$ cat src/common/ccs_pkg.sv
// Overview of operation
// invert the ADC output code when the inversion setting is on
// standby setting puts the ADC in low power and stops conversions
// two sampling schemes, normal and correlated double sampling, chosen by setting
// all sampling on rising master clock edges; master clock runs at twice conversion rate
// colour normal: sample all channels on first edge after sync, convert red, green, blue
// colour: one sync per pixel, three conversions per pixel period
// monochrome: multiplexer held on channel from setup register 2 word 2 bits 1:0
// colour: 6:1 clock to sync; setup 1 word 2 is 81h with, 80h without correlation
// monochrome: colour timing; setup 1 word 2 is 91h with, 90h without correlation
// fast monochrome: 3:1 ratio; correlated needs setup 2 word 1 bits 1:0 at zero
// maximum-speed monochrome: 2:1 ratio, setup 1 at 5Dh, no correlated sampling
// correlated: reset-level and video-level sample per channel, convert their difference
// reset sample nominal after reset; shift one earlier, or one or two later
// controller sets single-ended inputs with both channel inputs tied to video
// controller sets offset codes 1FF for positive video, OFF for negative video
// monochrome correlated: one conversion per sync period
// global offset and gain come after per-pixel corrections
// add the converting channel's restore level to each ADC result
// restore levels are 12-bit two's complement, cleared on reset
// pixel offset comes from external bus or internal defaults, by setting
// output word length programmable to 8, 10, 12 or 16 bits
// ADC gives 12-bit codes, one conversion every two master clocks
// restored result feeds the pixel offset adder
// sync sampled on rising edge, high one clock at least (code takes a rise only after two high samples); its rise restarts sequence
package ccs_pkg;

    // =====================================================================
    // widths
    localparam int unsigned ADC_BITS = 12;
    localparam int unsigned RES_BITS = 14;
    localparam int unsigned ADDR_BITS = 8;
    localparam int unsigned DATA_BITS = 16;
    localparam int unsigned ADC_LAT = 3;

    // =====================================================================
    // register offsets
    localparam logic [7:0] OFF_SETUP1_W1 = 8'h00;
    localparam logic [7:0] OFF_SETUP1_W2 = 8'h04;
    localparam logic [7:0] OFF_SETUP2_W1 = 8'h08;
    localparam logic [7:0] OFF_SETUP2_W2 = 8'h0c;
    localparam logic [7:0] OFF_DCR_RED = 8'h10;
    localparam logic [7:0] OFF_DCR_GREEN = 8'h14;
    localparam logic [7:0] OFF_DCR_BLUE = 8'h18;
    localparam logic [7:0] OFF_OUT_CFG = 8'h1c;
    localparam logic [7:0] OFF_STATUS = 8'h20;

    // =====================================================================
    // field positions
    localparam int unsigned S1W1_INV_BIT = 0;
    localparam int unsigned S1W1_STBY_BIT = 1;
    localparam int unsigned S1W2_CDS_BIT = 0;
    localparam int unsigned S1W2_MONO_BIT = 4;
    localparam int unsigned S1W2_MAX_BIT = 6;
    localparam int unsigned OCFG_POC_SRC_BIT = 2;

    // =====================================================================
    // reset values
    localparam logic [7:0] SETUP1_W1_RST = 8'h00;
    localparam logic [7:0] SETUP1_W2_RST = 8'h80;
    localparam logic [7:0] SETUP2_W1_RST = 8'h00;
    localparam logic [7:0] SETUP2_W2_RST = 8'h00;
    localparam logic [2:0] OUT_CFG_RST = 3'h0;
    localparam logic [11:0] DCR_RST = 12'h000;

    // =====================================================================
    // timing
    localparam int unsigned MCLK_NS = 10;
    localparam int unsigned CONV_PERIOD_MCLK = 2;
    localparam logic [2:0] VID_SMP_PHASE = 3'h0;
    localparam logic [2:0] RST_SMP_NOM = 3'h2;
    localparam logic [2:0] PHASE_MAX = 3'h7;

    // =====================================================================
    // types
    typedef enum logic [1:0] {RS_NOMINAL, RS_ADVANCE1, RS_RETARD1, RS_RETARD2} ccs_rs_shift_t;
    typedef enum logic [1:0] {WL_8, WL_10, WL_12, WL_16} ccs_word_len_t;

    typedef struct packed {
        logic valid;
        logic [1:0] chan;
        logic signed [RES_BITS-1:0] level;
    } ccs_result_t;

    typedef struct packed {
        logic sample_hold;
        logic reset_sample;
        logic convert;
        logic [1:0] chan;
    } ccs_ctrl_t;

    // =====================================================================
    // shared arithmetic
    function automatic logic signed [RES_BITS-1:0] dc_restore(input logic [ADC_BITS-1:0] code,
                                                             input logic inv,
                                                             input logic [11:0] lvl);
        logic [ADC_BITS-1:0] c;
        c = inv ? ~code : code;
        return $signed({2'b00, c}) + $signed({{2{lvl[11]}}, lvl});
    endfunction

    function automatic logic [2:0] rs_phase(input logic [1:0] shift);
        logic [2:0] p;
        p = RST_SMP_NOM;
        unique case (ccs_rs_shift_t'(shift))
            RS_NOMINAL: p = RST_SMP_NOM;
            RS_ADVANCE1: p = RST_SMP_NOM - 3'h1;
            RS_RETARD1: p = RST_SMP_NOM + 3'h1;
            RS_RETARD2: p = RST_SMP_NOM + 3'h2;
        endcase
        return p;
    endfunction

endpackage

$ cat src/logic/ccs_seq.sv
// Local design decisions: the placing of the registers and the plain strobed port.
`timescale 1ns/1ns
module ccs_seq (
    // clock, reset, enable
    input wire logic i_clk,
    input wire logic i_rst_b,
    input wire logic i_ce,
    // register port
    input wire logic [ccs_pkg::ADDR_BITS-1:0] i_addr,
    input wire logic [ccs_pkg::DATA_BITS-1:0] i_wdata,
    input wire logic i_wr,
    input wire logic i_rd,
    output logic [ccs_pkg::DATA_BITS-1:0] o_rdata,
    // sensor side
    input wire logic i_video_sample_sync,
    // converter side
    input wire logic [ccs_pkg::ADC_BITS-1:0] i_adc_code,
    output ccs_pkg::ccs_ctrl_t o_ctrl,
    output logic o_adc_standby,
    // processing chain side
    output ccs_pkg::ccs_result_t o_result,
    output logic o_poc_src_ext,
    output logic [1:0] o_word_len
);
    import ccs_pkg::*;

    // =====================================================================
    // configuration registers
    logic [7:0] setup1_w1;
    logic [7:0] setup1_w2;
    logic [7:0] setup2_w1;
    logic [7:0] setup2_w2;
    logic [2:0] out_cfg;
    logic [11:0] dcr [3];

    logic inv;
    logic standby;
    logic correlated_double_sampling;
    logic mono;
    logic max_speed;
    logic [1:0] mono_chan;
    logic [1:0] rs_shift;

    assign inv = setup1_w1[S1W1_INV_BIT];
    assign standby = setup1_w1[S1W1_STBY_BIT];
    assign mono = setup1_w2[S1W2_MONO_BIT];
    assign max_speed = setup1_w2[S1W2_MAX_BIT];
    assign correlated_double_sampling = setup1_w2[S1W2_CDS_BIT] & ~max_speed;
    assign mono_chan = (setup2_w2[1:0] == 2'h3) ? 2'h2 : setup2_w2[1:0];
    assign rs_shift = setup2_w1[1:0];

    always_ff @(posedge i_clk or negedge i_rst_b) begin
        if (!i_rst_b) begin
            setup1_w1 <= SETUP1_W1_RST;
            setup1_w2 <= SETUP1_W2_RST;
        end else if (i_ce && i_wr) begin
            if (i_addr == OFF_SETUP1_W1) begin
                setup1_w1 <= i_wdata[7:0];
            end
            if (i_addr == OFF_SETUP1_W2) begin
                setup1_w2 <= i_wdata[7:0];
            end
        end
    end

    always_ff @(posedge i_clk or negedge i_rst_b) begin
        if (!i_rst_b) begin
            setup2_w1 <= SETUP2_W1_RST;
            setup2_w2 <= SETUP2_W2_RST;
        end else if (i_ce && i_wr) begin
            if (i_addr == OFF_SETUP2_W1) begin
                setup2_w1 <= i_wdata[7:0];
            end
            if (i_addr == OFF_SETUP2_W2) begin
                setup2_w2 <= i_wdata[7:0];
            end
        end
    end

    always_ff @(posedge i_clk or negedge i_rst_b) begin
        if (!i_rst_b) begin
            out_cfg <= OUT_CFG_RST;
        end else if (i_ce && i_wr && i_addr == OFF_OUT_CFG) begin
            out_cfg <= i_wdata[2:0];
        end
    end

    always_ff @(posedge i_clk or negedge i_rst_b) begin
        if (!i_rst_b) begin
            for (int i = 0; i < 3; i++) begin
                dcr[i] <= DCR_RST;
            end
        end else if (i_ce && i_wr) begin
            for (int i = 0; i < 3; i++) begin
                if (i_addr == OFF_DCR_RED + 8'(4 * i)) begin
                    dcr[i] <= i_wdata[11:0];
                end
            end
        end
    end

    // =====================================================================
    // sync pin: three flops, change accepted when the last two agree
    logic sync_s1;
    logic sync_s2;
    logic sync_s3;
    logic sync_lvl;
    logic sync_rise;

    always_ff @(posedge i_clk or negedge i_rst_b) begin
        if (!i_rst_b) begin
            sync_s1 <= 1'b0;
            sync_s2 <= 1'b0;
            sync_s3 <= 1'b0;
        end else if (i_ce) begin
            sync_s1 <= i_video_sample_sync;
            sync_s2 <= sync_s1;
            sync_s3 <= sync_s2;
        end
    end

    always_ff @(posedge i_clk or negedge i_rst_b) begin
        if (!i_rst_b) begin
            sync_lvl <= 1'b0;
        end else if (i_ce && sync_s2 == sync_s3) begin
            sync_lvl <= sync_s3;
        end
    end

    assign sync_rise = sync_s2 & sync_s3 & ~sync_lvl;

    // =====================================================================
    // pixel phase sequencer
    logic [2:0] phase;
    logic tog;
    logic [2:0] next_phase;
    logic next_tog;
    ccs_ctrl_t next_ctrl;

    always_comb begin
        next_phase = sync_rise ? 3'h0 : ((phase == PHASE_MAX) ? PHASE_MAX : phase + 3'h1);
        next_tog = sync_rise ? 1'b0 : ~tog;
        next_ctrl = '0;
        if (!standby) begin
            if (!mono) begin
                // colour: one shared sample instant, then R, G, B every two clocks
                next_ctrl.convert = (next_phase == 3'h0 && sync_rise) ||
                                    next_phase == 3'h2 || next_phase == 3'h4;
                next_ctrl.chan = next_phase[2:1];
                next_ctrl.sample_hold = sync_rise;
            end else if (correlated_double_sampling) begin
                next_ctrl.convert = sync_rise;
                next_ctrl.chan = mono_chan;
                next_ctrl.sample_hold = sync_rise;
            end else begin
                next_ctrl.convert = ~next_tog;
                next_ctrl.chan = mono_chan;
                next_ctrl.sample_hold = ~next_tog;
            end
            next_ctrl.reset_sample = correlated_double_sampling && next_phase == rs_phase(rs_shift);
        end
    end

    always_ff @(posedge i_clk or negedge i_rst_b) begin
        if (!i_rst_b) begin
            phase <= PHASE_MAX;
            tog <= 1'b0;
        end else if (i_ce) begin
            phase <= next_phase;
            tog <= next_tog;
        end
    end

    always_ff @(posedge i_clk or negedge i_rst_b) begin
        if (!i_rst_b) begin
            o_ctrl <= '0;
            o_adc_standby <= 1'b0;
        end else if (i_ce) begin
            o_ctrl <= next_ctrl;
            o_adc_standby <= standby;
        end
    end

    // =====================================================================
    // channel tag follows each conversion through the converter pipeline
    logic [ADC_LAT-1:0] tag_vld;
    logic [1:0] tag_chan [ADC_LAT];

    always_ff @(posedge i_clk or negedge i_rst_b) begin
        if (!i_rst_b) begin
            tag_vld <= '0;
            for (int i = 0; i < ADC_LAT; i++) begin
                tag_chan[i] <= 2'h0;
            end
        end else if (i_ce) begin
            tag_vld <= {tag_vld[ADC_LAT-2:0], o_ctrl.convert};
            tag_chan[0] <= o_ctrl.chan;
            for (int i = 1; i < ADC_LAT; i++) begin
                tag_chan[i] <= tag_chan[i-1];
            end
        end
    end

    // =====================================================================
    // dc restore; result goes on to the pixel offset adder
    logic [1:0] out_chan;
    assign out_chan = tag_chan[ADC_LAT-1];

    always_ff @(posedge i_clk or negedge i_rst_b) begin
        if (!i_rst_b) begin
            o_result <= '0;
        end else if (i_ce) begin
            o_result.valid <= tag_vld[ADC_LAT-1];
            o_result.chan <= out_chan;
            if (tag_vld[ADC_LAT-1]) begin
                o_result.level <= dc_restore(i_adc_code, inv, dcr[out_chan]);
            end
        end
    end

    always_ff @(posedge i_clk or negedge i_rst_b) begin
        if (!i_rst_b) begin
            o_poc_src_ext <= 1'b0;
            o_word_len <= 2'h0;
        end else if (i_ce) begin
            o_poc_src_ext <= out_cfg[OCFG_POC_SRC_BIT];
            o_word_len <= out_cfg[1:0];
        end
    end

    // =====================================================================
    // register reads, data valid in the following cycle only
    logic [DATA_BITS-1:0] next_rdata;

    always_comb begin
        next_rdata = '0;
        if (i_rd) begin
            unique case (i_addr)
                OFF_SETUP1_W1: next_rdata = {8'h00, setup1_w1};
                OFF_SETUP1_W2: next_rdata = {8'h00, setup1_w2};
                OFF_SETUP2_W1: next_rdata = {8'h00, setup2_w1};
                OFF_SETUP2_W2: next_rdata = {8'h00, setup2_w2};
                OFF_DCR_RED: next_rdata = {{4{dcr[0][11]}}, dcr[0]};
                OFF_DCR_GREEN: next_rdata = {{4{dcr[1][11]}}, dcr[1]};
                OFF_DCR_BLUE: next_rdata = {{4{dcr[2][11]}}, dcr[2]};
                OFF_OUT_CFG: next_rdata = {13'h0000, out_cfg};
                OFF_STATUS: next_rdata = {9'h000, standby, o_ctrl.chan, tog, phase};
                default: next_rdata = '0;
            endcase
        end
    end

    always_ff @(posedge i_clk or negedge i_rst_b) begin
        if (!i_rst_b) begin
            o_rdata <= '0;
        end else if (i_ce) begin
            o_rdata <= next_rdata;
        end
    end
endmodule

$ cat config.mk
export PLATFORM = sky130hd
export DESIGN_NAME = ccs_seq
export DESIGN_NICKNAME = d
export VERILOG_FILES = /design/src/common/ccs_pkg.sv /design/src/logic/ccs_seq.sv
export SDC_FILE = /design/constraint.sdc
export NUM_CORES = 1
export LEC_CHECK = 0
export BUFFER_PORTS_ARGS = -buffer_cell sky130_fd_sc_hd__buf_2
export CAP_MARGIN = 20
export CELL_PAD_IN_SITES_DETAIL_PLACEMENT = 1
export CELL_PAD_IN_SITES_GLOBAL_PLACEMENT = 2
export CORE_UTILIZATION = 35
export CTS_CLUSTER_SIZE = 30
export DETAILED_ROUTE_END_ITERATION = 8
export GPL_ROUTABILITY_DRIVEN = 1
export PLACE_DENSITY_LB_ADDON = 0.12
export RECOVER_POWER = 25
export SLEW_MARGIN = 40
export SYNTH_ARGS = -nofsm -noshare
export SYNTH_HDL_FRONTEND = slang
export SYNTH_SLANG_ARGS = --single-unit
export TNS_END_PERCENT = 50
$ cat constraint.sdc
create_clock -name i_clk -period 2.9 [get_ports i_clk]
set_input_delay 0.87 -clock i_clk [delete_from_list [all_inputs] [get_ports i_clk]]
set_output_delay 0.87 -clock i_clk [all_outputs]
set_load 0.01 [all_outputs]
; Word level (Yosys, flattened, before mapping)
; Cells that the tools add are included.
[word_totals]
wordCells = 93
output_inout_bits = 42
regBits = 130
in_bits = 42
[classes]
magnitude_cmp = 1
eq_ne = 17
n_bitwise = 9
n_reduce_logical = 18
add_sub_neg = 2
mux = 17
[ops]
columns = cell, count
row1 = 16-bit case mux with 9 select lines, 1
row2 = 12-bit 2-to-1 mux, 3
row3 = 8-bit by 5-bit equality test with 1-bit output (second input constant), 4
row4 = 12-bit binary-select mux with 2-bit select, 1
row5 = 8-bit by 4-bit equality test with 1-bit output (second input constant), 2
row6 = 16-bit 2-to-1 mux, 1
row7 = 2-bit AND reduction, 8
row8 = 3-bit 2-to-1 mux, 5
row9 = 13-bit by 12-bit adder with 14-bit output, 1
row10 = 12-bit inverter, 1
row11 = 3-bit case mux with 4 select lines, 1
row12 = 8-bit by 3-bit equality test with 1-bit output (second input constant), 1
row13 = 8-bit by 6-bit equality test with 1-bit output (second input constant), 1
row14 = 8-bit zero test, 1
row15 = 2-bit equality test (second input constant), 3
row16 = 3-bit equality test (second input constant), 2
row17 = 1-bit logical AND, 5
row18 = 5-bit 2-to-1 mux, 1
row19 = 1-bit inverter, 4
row20 = 3-bit by 1-bit adder with 3-bit output (second input constant), 1
row21 = 1-bit AND, 3
row22 = 3-bit by 2-bit equality test with 1-bit output (second input constant), 1
row23 = 3-bit equality test, 1
row24 = 3-bit greater-or-equal comparator (second input constant), 1
row25 = other kinds (8), 11

; Longest topological paths before layout
[depth]
depth_word = 9
depth_mapped = 13
depth_no_buf = 11

; Least setup slack after synthesis
; OpenSTA, ideal clock, no wires.
[synth_path]
path_type = flip-flop to flip-flop
from = register tag_chan (netlist bit out_chan[0])
to = register o_result[10] (netlist name)
t_arrival_ns = 2.722
path_buffers = 2
setup_ns = 0.095
path_stages_with_launch = 13
path_slack_ns = 0.082
synth_period_minus_slack_ns = 2.818
t_required_ns = 2.805
path_cell_list = dfrtp_1 > buf_2 > buf_1 > mux2i_1 > o21ai_0 > ha_1 > inv_1 > fa_1 > nand2b_1 > a21o_1 > a211o_1 > and3b_1 > o31ai_1
[synth_between]
elab_chain_cells = 5
[synth_lines]
columns = element, line
row1 = start: declaration, ccs_seq.sv:187  ; logic [1:0] tag_chan [ADC_LAT];
row2 = start signal: indexed assignment, ccs_seq.sv:199  ; tag_chan[i] <= tag_chan[i-1];
row3 = 2-bit inverter with 3-bit output (not written as such), ccs_seq.sv:216  ; o_result.level <= dc_restore(i_adc_code, inv, dcr[out_chan]);
row4 = 12-bit binary-select mux with 2-bit select, ccs_seq.sv:216
row5 = 12-bit 2-to-1 mux (not written as such) (2 in a row), ccs_seq.sv:216
row6 = 13-bit by 12-bit adder with 14-bit output, ccs_pkg.sv:99  ; return $signed({2'b00, c}) + $signed({{2{lvl[11]}}, lvl});
row7 = end: declaration, ccs_seq.sv:21  ; output ccs_pkg::ccs_result_t o_result,
; Every way passes these cells. The select of a mux whose other input is x is not followed.
; A chain may end at the register's enable or synchronous reset.

; Final worst setup path
[layout_path]
from = register tag_chan (netlist bit out_chan[0])
to = register o_result[13] (netlist name)
; The elaborated chain is that of the path after synthesis.

==> qor.yml <==
worstPathRequired_ps: 3240
dieArea_um2: 20000
synth_warnings: 0
place.gp.congestion: 0.840
fin_ws_ps: 207
critical_path_arrival_ps: 3030
grt_usage_pct: 21.1
top_usage_layer: "met2"
layout-drive-gt1-share_pct: 37.9
post-place-ws_ps: -33.0
synth_area_um2: 6790
grt_util_met2_pct: 35.6
max_stage_delay_ps: 480
root_buffer: "clkbuf_16"
core_area_um2: 18800
grt_overflow: 0
status: "completed"
vdd_drop_max_v: 0.000406
crit_family: "simple AND/OR/NAND/NOR gates"
final_util_pct: 43.6
critical_path_buf_inv_count: 1
cts_max_level: 4
synth-seq-cells: 126
critical_path.slowest_cell: "ha_1"
stdcell_area_um2: 8220
min_period_ps: 2690
met1_usage_pct: 27.1
die_y_um: 141
via_per_inst: 5.26
yosysTopAreaCell: "dfrtp_1"
path_class: "reg -> reg"
n_fill_cell: 2066
ios: 84
grt_antenna_before_repair: 0
fin_hold_ws_ps: 475
antenna_left: 0
leakagePower_nw: 3.96
avgRoutedWirePerCell_um: 20.5
grt_start_max_net_pins: 43
hold_violations: 0
min_period_over_period_pct: 92.9
async_flop_share_pct: 100
fin_nets: 753
synth_area_per_cell_um2: 11.5
slew_headroom_pct: 28.0
cts_buffers: 17
powerDensity_nw_per_um2: 681
clock_path_buffers: 2
fmax_ghz: 0.371
vias: 5076
synth_nets: 653
clk_latency_ps: 420
worstSetupStartpointType: "flop"
setup_viol_count_final: 0
worst_slew_pin_slew_ps: 1080
clk_pin_slew_ps: 60
grt_pass1_wl_mm: 31.3
diodes: 0
die_x_um: 141
slew_viol_final: 0
fin_cells: 965
portBuffers: 79
clock_skew_ps: 9.19
hpwl_mm: 14.7
place_area_um2: 7650
area.growth.synth_to_final_pct: 21.1
place_inst: 933
drtIter0Drc: 183
power_mw: 5.60
drt_first_pass_iters: 4
rsz0062_at_grt: "no"
rows: 50
holdBufCountCts: 0
synth-edff-count: 0
cts_tree: "yes"
wl_mm: 19.7
hp-class: "reg -> reg"
netlist.area_leader.share_pct: 45.0
yosysMostFrequentCell: "dfrtp_1"
ys_types: 66
synth_ff_type: "dfrtp_1"
drv_cap: 0
use_met3_pct: 4.12
end_kind: "flop"
worstPathMaxFanout: 11
initial_core_util_pct: 36.1
synth_commonest_cells: "dfrtp_1, mux2_2, nand2_1"
setup_tns_ps: 0
path_cells: "buf_4 -> mux2i_1 -> o21ai_0 -> ha_1 -> and3_1 -> nand3_1 -> or2_2 -> o22a_1 -> o211ai_1"
drc_errors: 0
grt_pass1_vias: 5465
cts_sinks: 126
ys_seq_area_share_pct: 46.5
synthCells: 592
synth_area_leaders: "dfrtp_1, mux2_2, ha_1"
reg2reg_slack_ps: 210
-- layout make-up --
type                    count  area, um^2  share of cell area [%]
multi-input cells         417        3390                    41.3
flip-flops and latches    126        3160                    38.4
clock buffers              20         447                    5.43
clock inverters            12         135                    1.64
well taps                 260         325                    3.96
repair buffers            117         712                    8.66
inverters                  13        48.8                   0.594
-- flip-flops by register name, summed over array words and instances (netlist names) --
name	count
o_result	17
out_chan	2
setup1_w2	8
o_rdata	12
sync_s1	1
o_word_len	2
dcr	36
o_ctrl	5
out_cfg	3
o_adc_standby	1
setup2_w1	8
tog	1
phase	3
setup2_w2	8
o_poc_src_ext	1
sync_lvl	1
sync_s2	1
sync_s3	1
setup1_w1	8
tag_vld	3
tag_chan	4
-- worst paths after layout --
path                              from  cells past startpoint            to
setup / recovery           out_chan[0]                      9  o_result[13]
hold / removal             o_result[5]                      2   o_result[5]
setup reg to reg           out_chan[0]                      9  o_result[13]
hold reg to reg            o_result[5]                      2   o_result[5]
max in group asynchronous      i_rst_b                      2  setup1_w1[5]
min in group asynchronous      i_rst_b                      1       dcr[22]
-- repair_timing --
action / CTS / global route
buffers inserted: 0 / 0
resized for setup: 0 / 5
endpoints found under the setup margin: 0 / 4
hold endpoints to repair: 0 / 0
-- where the power goes --
| group | switching [mW] | internal (mW) |
|---|---|---|
| sequential | 0.208 | 2.03 |
| clock | 0.838 | 1.30 |
| combinational | 0.686 | 0.537 |
-- placed cells by master (no fill, tap or decap), drive strengths merged, types with 2 or more instances in the layout --
master and instances:
dfrtp 122, buf 114, mux2 97, nand2 45, o21ai 41, nor2 25, clkbuf 23, mux2i 22
a21oi 21, ha 18, xor2 17, inv 16, o2bb2ai 13, a22oi 11, nand3 11, nor3 10
a21o 7, nor2b 6, clkinv 6, xnor2 5, nand4 5, a31oi 5, o22ai 5, nand2b 4
dfstp 4, a211oi 3, o211ai 3, o31ai 3, and3 3, mux4 3, and2 3, nor4 3
a41oi 2, or2 2, a221oi 2, a22o 2, nand3b 2, bufinv 2
-- cells by family after synthesis --
family,after synthesis,synth area share (%)
and+or+nand+nor,126,10.4
AOI/OAI and AO/OA,128,12.2
DFF,126,46.5
muxes,122,20.9
xor gates and xnor gates,22,2.84
adders and majority gates,19,3.61
buffers and inverters,49,3.56
-- layer usage --
metal	up-vias	part of all wire, %
li1	2356	-
met1	2608	45
met2	90	50
met3	22	3.1
met4	0	1.7
met5	-	0
-- tightest hold or removal path: cells and delay by family (launching register included) --
family	cells	cell delay, ps
DFF	1	340
AOI/OAI and AO/OA	1	60
and+or+nand+nor	1	50
No activity file was read; power rests on OpenSTA's default activity.
